$ cat src/tcou_pkg.sv
// package with constants for the timer compare output unit
package tcou_pkg;
    // ------------------------------------------------------------------
    // register offsets
    // ------------------------------------------------------------------
    localparam logic [3:0] ADDR_CONTROL   = 4'h0;
    localparam logic [3:0] ADDR_COUNTER   = 4'h1;
    localparam logic [3:0] ADDR_COMPARE   = 4'h2;
    localparam logic [3:0] ADDR_STATUS    = 4'h3;
    localparam logic [3:0] ADDR_MASK      = 4'h4;
    localparam logic [3:0] ADDR_PORT      = 4'h5;
    // ------------------------------------------------------------------
    // control register fields
    // ------------------------------------------------------------------
    localparam int CTL_WGM_LSB   = 0;
    localparam int CTL_COM_LSB   = 2;
    localparam int CTL_FORCE_BIT = 4;
    localparam int CTL_RUN_BIT   = 5;
    // port register fields
    localparam int PORT_DATA_BIT = 0;
    localparam int PORT_DIR_BIT  = 1;
    // status / mask fields
    localparam int STAT_MATCH_BIT = 0;
    localparam int STAT_WRAP_BIT  = 1;
    // ------------------------------------------------------------------
    // encodings and reset values
    // ------------------------------------------------------------------
    localparam logic [1:0] WGM_NORMAL   = 2'h0;
    localparam logic [1:0] WGM_PWM_PC   = 2'h1;
    localparam logic [1:0] WGM_CTC      = 2'h2;
    localparam logic [1:0] WGM_PWM_FAST = 2'h3;
    localparam logic [1:0] COM_NONE     = 2'h0;
    localparam logic [1:0] COM_TOGGLE   = 2'h1;
    localparam logic [1:0] COM_CLEAR    = 2'h2;
    localparam logic [1:0] COM_SET      = 2'h3;
    localparam logic [7:0] BYTE_ZERO    = 8'h00;
    localparam logic [7:0] BYTE_MAX     = 8'hff;
    localparam logic [7:0] BYTE_ONE     = 8'h01;
endpackage

$ cat src/tcou_top.sv
// timer compare output unit: compare value, force, write blocking, pin override
//
// Strobed register access and the address map were left to the implementer.
`timescale 1ns/1ns

module tcou_top (
    input  wire logic       sys_clk,
    input  wire logic       reset_n,
    input  wire logic [3:0] reg_addr,
    input  wire logic [7:0] reg_wdata,
    input  wire logic       reg_write,
    input  wire logic       reg_read,
    output logic      [7:0] reg_rdata,
    input  wire logic       timer_tick,
    input  wire logic       pin_in,
    output logic            pin_out,
    output logic            pin_oe_n,
    output logic            irq
);
    // ------------------------------------------------------------------
    // state
    // ------------------------------------------------------------------
    logic [1:0] waveform_select;
    logic [1:0] compare_output_action;
    logic       run_reg;
    logic [7:0] counter_value;
    logic       count_down_reg;
    logic [7:0] compare_value_reg;
    logic [7:0] compare_buffer_reg;
    logic       compare_output_state;
    logic       block_reg;
    logic       match_pend_reg;
    logic [1:0] status_reg;
    logic [1:0] mask_reg;
    logic       port_data_reg;
    logic       compare_pin_direction_bit;
    logic [7:0] rdata_next;

    // ------------------------------------------------------------------
    // decode
    // ------------------------------------------------------------------
    wire wr_ctl  = reg_write && (reg_addr == tcou_pkg::ADDR_CONTROL);
    wire wr_cnt  = reg_write && (reg_addr == tcou_pkg::ADDR_COUNTER);
    wire wr_cmp  = reg_write && (reg_addr == tcou_pkg::ADDR_COMPARE);
    wire wr_mask = reg_write && (reg_addr == tcou_pkg::ADDR_MASK);
    wire wr_port = reg_write && (reg_addr == tcou_pkg::ADDR_PORT);
    wire rd_stat = reg_read && (reg_addr == tcou_pkg::ADDR_STATUS);

    wire is_pwm      = (waveform_select == tcou_pkg::WGM_PWM_PC) ||
                       (waveform_select == tcou_pkg::WGM_PWM_FAST);
    wire double_buf  = is_pwm;
    wire tick        = timer_tick && run_reg;
    wire at_top      = (counter_value == tcou_pkg::BYTE_MAX);
    wire at_bottom   = (counter_value == tcou_pkg::BYTE_ZERO);
    wire ctc_top     = (waveform_select == tcou_pkg::WGM_CTC) && (counter_value == compare_value_reg);
    wire raw_match   = (counter_value == compare_value_reg);
    wire match_now   = tick && raw_match && !block_reg;
    wire force_hit   = wr_ctl && reg_wdata[tcou_pkg::CTL_FORCE_BIT] && !is_pwm;
    // new action from the same control write applies to the forced match
    wire [1:0] act_for_force = reg_wdata[tcou_pkg::CTL_COM_LSB +: 2];
    // pwm update point: top for fast pwm, both turning points (top, and one while counting down) for phase correct
    wire pwm_update  = tick && ((waveform_select == tcou_pkg::WGM_PWM_FAST) ? at_top :
                                (at_top || (count_down_reg && counter_value == tcou_pkg::BYTE_ONE)));
    wire wrap_event  = tick && at_bottom;

    // next output state at a match, by action and mode
    function automatic logic oc_apply(input logic cur, input logic [1:0] act, input logic pwm,
                                      input logic down);
        logic r;
        r = cur;
        if (act == tcou_pkg::COM_NONE) begin
            r = cur;
        end else if (!pwm) begin
            unique case (act)
                tcou_pkg::COM_TOGGLE: r = !cur;
                tcou_pkg::COM_CLEAR:  r = 1'b0;
                default:              r = 1'b1;
            endcase
        end else if (act == tcou_pkg::COM_CLEAR) begin
            r = down;
        end else if (act == tcou_pkg::COM_SET) begin
            r = !down;
        end
        return r;
    endfunction

    // ------------------------------------------------------------------
    // control register
    // ------------------------------------------------------------------
    always_ff @(posedge sys_clk or negedge reset_n) begin
        if (!reset_n) begin
            waveform_select       <= tcou_pkg::WGM_NORMAL;
            compare_output_action <= tcou_pkg::COM_NONE;
            run_reg               <= 1'b0;
        end else if (wr_ctl) begin
            waveform_select       <= reg_wdata[tcou_pkg::CTL_WGM_LSB +: 2];
            compare_output_action <= reg_wdata[tcou_pkg::CTL_COM_LSB +: 2];
            run_reg               <= reg_wdata[tcou_pkg::CTL_RUN_BIT];
        end
    end

    // ------------------------------------------------------------------
    // interrupt mask register
    // ------------------------------------------------------------------
    always_ff @(posedge sys_clk or negedge reset_n) begin
        if (!reset_n) begin
            mask_reg <= 2'h0;
        end else if (wr_mask) begin
            mask_reg <= reg_wdata[1:0];
        end
    end

    // ------------------------------------------------------------------
    // port register
    // ------------------------------------------------------------------
    always_ff @(posedge sys_clk or negedge reset_n) begin
        if (!reset_n) begin
            port_data_reg             <= 1'b0;
            compare_pin_direction_bit <= 1'b0;
        end else if (wr_port) begin
            port_data_reg             <= reg_wdata[tcou_pkg::PORT_DATA_BIT];
            compare_pin_direction_bit <= reg_wdata[tcou_pkg::PORT_DIR_BIT];
        end
    end

    // ------------------------------------------------------------------
    // counter and write blocking
    // ------------------------------------------------------------------
    // counter steps and the phase correct turn
    wire [7:0] cnt_inc = counter_value + tcou_pkg::BYTE_ONE;
    wire [7:0] cnt_dec = counter_value - tcou_pkg::BYTE_ONE;
    wire       pc_down = at_top || (count_down_reg && !at_bottom);
    wire       pc_last = (counter_value == tcou_pkg::BYTE_ONE);

    always_ff @(posedge sys_clk or negedge reset_n) begin
        if (!reset_n) begin
            counter_value  <= tcou_pkg::BYTE_ZERO;
            count_down_reg <= 1'b0;
            block_reg      <= 1'b0;
        end else begin
            if (wr_cnt) begin
                counter_value <= reg_wdata; // cpu write has priority
                block_reg     <= 1'b1;
            end else if (tick) begin
                block_reg <= 1'b0;
                if (waveform_select == tcou_pkg::WGM_PWM_PC) begin
                    if (pc_down) begin
                        counter_value  <= cnt_dec;
                        count_down_reg <= !pc_last;
                    end else begin
                        counter_value  <= cnt_inc;
                        count_down_reg <= 1'b0;
                    end
                end else if (ctc_top) begin
                    counter_value <= tcou_pkg::BYTE_ZERO;
                end else begin
                    counter_value  <= cnt_inc;
                    count_down_reg <= 1'b0;
                end
            end
        end
    end

    // ------------------------------------------------------------------
    // compare value and buffer
    // ------------------------------------------------------------------
    // direct write outside pwm, reload from the buffer at the update point
    wire cmp_direct = wr_cmp && !double_buf;
    wire cmp_reload = double_buf && pwm_update;

    always_ff @(posedge sys_clk or negedge reset_n) begin
        if (!reset_n) begin
            compare_value_reg  <= tcou_pkg::BYTE_ZERO;
            compare_buffer_reg <= tcou_pkg::BYTE_ZERO;
        end else begin
            if (wr_cmp) begin
                compare_buffer_reg <= reg_wdata;
            end
            if (cmp_direct) begin
                compare_value_reg <= reg_wdata;
            end else if (cmp_reload) begin
                compare_value_reg <= compare_buffer_reg;
            end
        end
    end

    // ------------------------------------------------------------------
    // output state
    // ------------------------------------------------------------------
    // fast pwm restores at bottom the level that the match took away
    wire fast_bottom = tick && at_bottom && (waveform_select == tcou_pkg::WGM_PWM_FAST);
    wire bottom_high = (compare_output_action == tcou_pkg::COM_CLEAR);
    wire bottom_low  = (compare_output_action == tcou_pkg::COM_SET);

    always_ff @(posedge sys_clk or negedge reset_n) begin
        if (!reset_n) begin
            compare_output_state <= 1'b0;
        end else begin
            // mode changes do not touch the state
            if (force_hit) begin
                compare_output_state <= oc_apply(compare_output_state, act_for_force, 1'b0, 1'b0);
            end else if (match_now) begin
                compare_output_state <= oc_apply(compare_output_state, compare_output_action, is_pwm,
                                                 count_down_reg);
            end else if (fast_bottom && bottom_high) begin
                compare_output_state <= 1'b1;
            end else if (fast_bottom && bottom_low) begin
                compare_output_state <= 1'b0;
            end
        end
    end

    // ------------------------------------------------------------------
    // match flag delay
    // ------------------------------------------------------------------
    always_ff @(posedge sys_clk or negedge reset_n) begin
        if (!reset_n) begin
            match_pend_reg <= 1'b0;
        end else if (match_now) begin
            match_pend_reg <= 1'b1;
        end else if (tick) begin
            match_pend_reg <= 1'b0;
        end
    end

    // ------------------------------------------------------------------
    // interrupt status
    // ------------------------------------------------------------------
    // set wins over read-clear
    wire match_flag_set  = match_pend_reg && tick;
    wire stat_match_next = match_flag_set || (status_reg[tcou_pkg::STAT_MATCH_BIT] && !rd_stat);
    wire stat_wrap_next  = wrap_event || (status_reg[tcou_pkg::STAT_WRAP_BIT] && !rd_stat);

    always_ff @(posedge sys_clk or negedge reset_n) begin
        if (!reset_n) begin
            status_reg <= 2'h0;
        end else begin
            status_reg[tcou_pkg::STAT_MATCH_BIT] <= stat_match_next;
            status_reg[tcou_pkg::STAT_WRAP_BIT]  <= stat_wrap_next;
        end
    end

    // ------------------------------------------------------------------
    // pin override and read data
    // ------------------------------------------------------------------
    wire override = (compare_output_action != tcou_pkg::COM_NONE);
    assign pin_out  = override ? compare_output_state : port_data_reg;
    assign pin_oe_n = !compare_pin_direction_bit;
    assign irq      = |(status_reg & mask_reg);

    always_comb begin
        rdata_next = tcou_pkg::BYTE_ZERO;
        unique case (reg_addr)
            tcou_pkg::ADDR_CONTROL: rdata_next = {2'h0, run_reg, 1'b0, compare_output_action, waveform_select};
            tcou_pkg::ADDR_COUNTER: rdata_next = counter_value;
            tcou_pkg::ADDR_COMPARE: rdata_next = double_buf ? compare_buffer_reg : compare_value_reg;
            tcou_pkg::ADDR_STATUS:  rdata_next = {6'h00, status_reg};
            tcou_pkg::ADDR_MASK:    rdata_next = {6'h00, mask_reg};
            tcou_pkg::ADDR_PORT:    rdata_next = {4'h0, pin_in, compare_output_state,
                                                  compare_pin_direction_bit, port_data_reg};
            default:                rdata_next = tcou_pkg::BYTE_ZERO;
        endcase
    end

    // ------------------------------------------------------------------
    // read data register, zero outside the read answer cycle
    // ------------------------------------------------------------------

    always_ff @(posedge sys_clk or negedge reset_n) begin
        if (!reset_n) begin
            reg_rdata <= tcou_pkg::BYTE_ZERO;
        end else begin
            reg_rdata <= reg_read ? rdata_next : tcou_pkg::BYTE_ZERO;
        end
    end
endmodule

$ cat config.mk
export PLATFORM = sky130hd
export DESIGN_NAME = tcou_top
export DESIGN_NICKNAME = d
export VERILOG_FILES = /design/src/tcou_pkg.sv /design/src/tcou_top.sv
export SDC_FILE = /design/constraint.sdc
export NUM_CORES = 1
export LEC_CHECK = 0
export BUFFER_PORTS_ARGS = -buffer_cell sky130_fd_sc_hd__buf_2
export CORE_UTILIZATION = 45
export DETAILED_ROUTE_END_ITERATION = 8
export PLACE_DENSITY = 0.67
export SYNTH_ARGS = -nofsm -noshare
export SYNTH_HDL_FRONTEND = slang
export SYNTH_SLANG_ARGS = --single-unit
$ cat constraint.sdc
create_clock -name sys_clk -period 3.17 [get_ports sys_clk]
set_clock_uncertainty 0.1 [all_clocks]
set_input_delay 0.634 -clock sys_clk [delete_from_list [all_inputs] [get_ports sys_clk]]
set_output_delay 0.634 -clock sys_clk [all_outputs]
set_load 0.1 [all_outputs]
==> out/results.txt <==
Status: completed
Post-synth top area cell: dfrtp_1
PnR Total Power: 0.00207 W
Worst-Margin Slew: 0.736 ns
Congestion Overflow GR: 0
Via count: 2385
Post-CTS Setup Bufs: 0
Reg2Reg Setup Slack: 0.61 ns
Reg2Reg Launch Point: counter_value[1]
Most used cell, CP: mux2i_1
Die extent in x: 82.3 um
CTS clk-pin slew, worst paths: 0.10 ns
Layout Utilization: 52.8%
Synth top cells by count: dfrtp_1 (47), nand2_1 (36), mux2_2 (26)
CTS tree: yes
Routability Congestion: 0.894
FF-to-FF End: counter_value[2]
Skew-Pair Late Insertion Delay: 0.32 ns
Vias/cell: 6.13
Layout cells sized above 1: 27.4%
Post-CTS Hold Buffers: 0
PortBufs: 28
Endpoint kind of the worst setup timing path: register
Worst slew margin: 50.9%
Yosys reg bits: 47
First-pass iteration count of the detailed router: 5
Metal2 WL: 3.48 mm
Clk buf depth: 2
Asr flop ratio synth: 100%
HPWL Detailed: 5.30 mm
Syn_area_per_cell: 10.2 um2
Class of the most critical setup path: reg -> reg
Initial antenna violation count: 0
Syn. warnings: 0
DR WL met3: 418 um
Antenna-violating nets left: 0
FF-to-FF path depth: 7
DRC: 0
IO Pins: 29
Final Setup Violations: 0
Mean routed wirelength per cell: 19.0 um
Top Layer Used: met4
RSZ-0062 raised after global routing: no
FMAX: 0.390 GHz
Count leader, synth: dfrtp_1
Number of max-cap violations: 0
PwrDens: 648 nW/um2
Net count, final: 335
Global-route wire length before repair: 11.4 mm
Area grow syn2layout: 10.1%
Total CTS buffers: 5
Post-CTS sizing: 0
Synth Net Count: 308
ANT cells: 0
M1 wire length: 3.43 mm
Pins over their slew limit: 0
Number of enable flip-flop cells after synthesis: 0
Full die area: 6780 um2
Core Box Area: 6060 um2
Hold Vio Cnt, Final: 0
DR iter-0 viols: 158
CP Data Required Time: 3.24 ns
Synth unique cells: 51
CP max-delay cell: dfrtp_1
Synth Flop Type: dfrtp_1
Final period util: 80.8%
Total track usage: 23.4%
Die H: 82.3 um
Share of the synthesized area in the top cell type: 40.5%
DRT Wirelength: 7.41 mm
CP startpoint kind: register
Final Critical Period: 2.56 ns
H-tree depth: 2
Post-synthesis sequential area ratio: 40.5%
Worst path cell trace: inv_1 -> ha_1 -> a311oi_1 -> or2_1 -> mux2i_1 -> mux2i_1 -> o211ai_1
Post-Synthesis Cells: 286
Crit-path max cell delay: 0.55 ns
Min-delay worst type: in -> async
Setup tns final: 0 ns
Pleak: 1.40 nW
Root buf cell: clkbuf_8
Largest net degree at the start of global routing: 30
Clk sinks: 47
Starting Density: 47.9%
Post-Syn Area: 2900 um2
Vias in the first global route: 2189
Dominant cells by area after synthesis: dfrtp_1 (40%), mux2_2 (10%), mux2i_1 (5.9%)
Worst Path Arrival: 2.64 ns
Rows: 28
Crit-path max FO: 9
Worst vdd ir: 0.314 mV
-- cell families after synthesis --
family / count (synthesis) / synth area share, %
adder cells (fa/ha/maj): 4 / 1.72
AO/OA/AOI/OAI: 48 / 11.3
AND/OR/NAND/NOR: 110 / 22.5
flip-flops: 47 / 40.5
XOR/XNOR: 8 / 2.67
multiplexers: 44 / 16.3
buffers and inverters: 25 / 4.95
-- how the worst max path moves through the flow --
stage                           from                   end  slack, ns  cells past startpoint
floorplan                reg_addr[1]  compare_output_state       0.94                      5
global placement    counter_value[0]      counter_value[3]       0.70                      7
detailed placement  counter_value[0]      counter_value[2]       0.65                      7
CTS                 counter_value[0]      counter_value[2]       0.63                      7
global route        counter_value[0]      counter_value[2]       0.41                      7
finish              counter_value[1]      counter_value[2]       0.61                      7
-- cells in the final DEF, fill, tap and decap left out, types with 8 or more instances in the layout --
cell type   n
dfrtp_1    47
mux2_2     26
nand3_1    12
a22oi_1    10
nor2_1     13
mux2i_1    17
buf_2      28
nor4_1      8
nand2_1    36
o21ai_1     8
buf_4      10
-- where the power goes --
part           internal, W  switching, W  total [W]
Clock             0.000164      0.000233   0.000397
Sequential        0.000734      0.000214   0.000948
Combinational     0.000347      0.000381   0.000728
-- routing by layer --
metal | global-route usage (%) | vias up
li1 | - | 1112
met1 | 32.4 | 1167
met2 | 37.1 | 97
met3 | 4.95 | 9
met4 | 5.79 | 0
met5 | 0 | -
-- worst max-delay path, delay by kind of cell, from the launching register on --
family                     cells  cell delay, ns
DFF                            1            0.55
buffers and inverters          1            0.15
and+or+nand+nor                1            0.37
adders and majority gates      1            0.24
AOI/OAI and AO/OA              2            0.50
muxes                          2            0.49
-- layout make-up --
type,count,area (um2)
multi-input combinational,214,1590
clock buffer,5,68.8
inverter,7,26.3
tap,75,93.8
fill,559,2860
sequential,47,1180
clock inverter,3,27.5
timing repair buffer,38,215
-- metrics by stage --
step	instance area (um2)	worst slack, ns	std cells	hold WS [ns]
floorplan	2900	0.936	286	0.238
global placement	3100	0.701	381	0.380
detailed placement	3100	0.653	381	0.375
CTS	3200	0.628	389	0.275
global route	3200	0.415	389	0.300
finish	3200	0.607	389	0.251
Power figures use the tool's default switching activity.
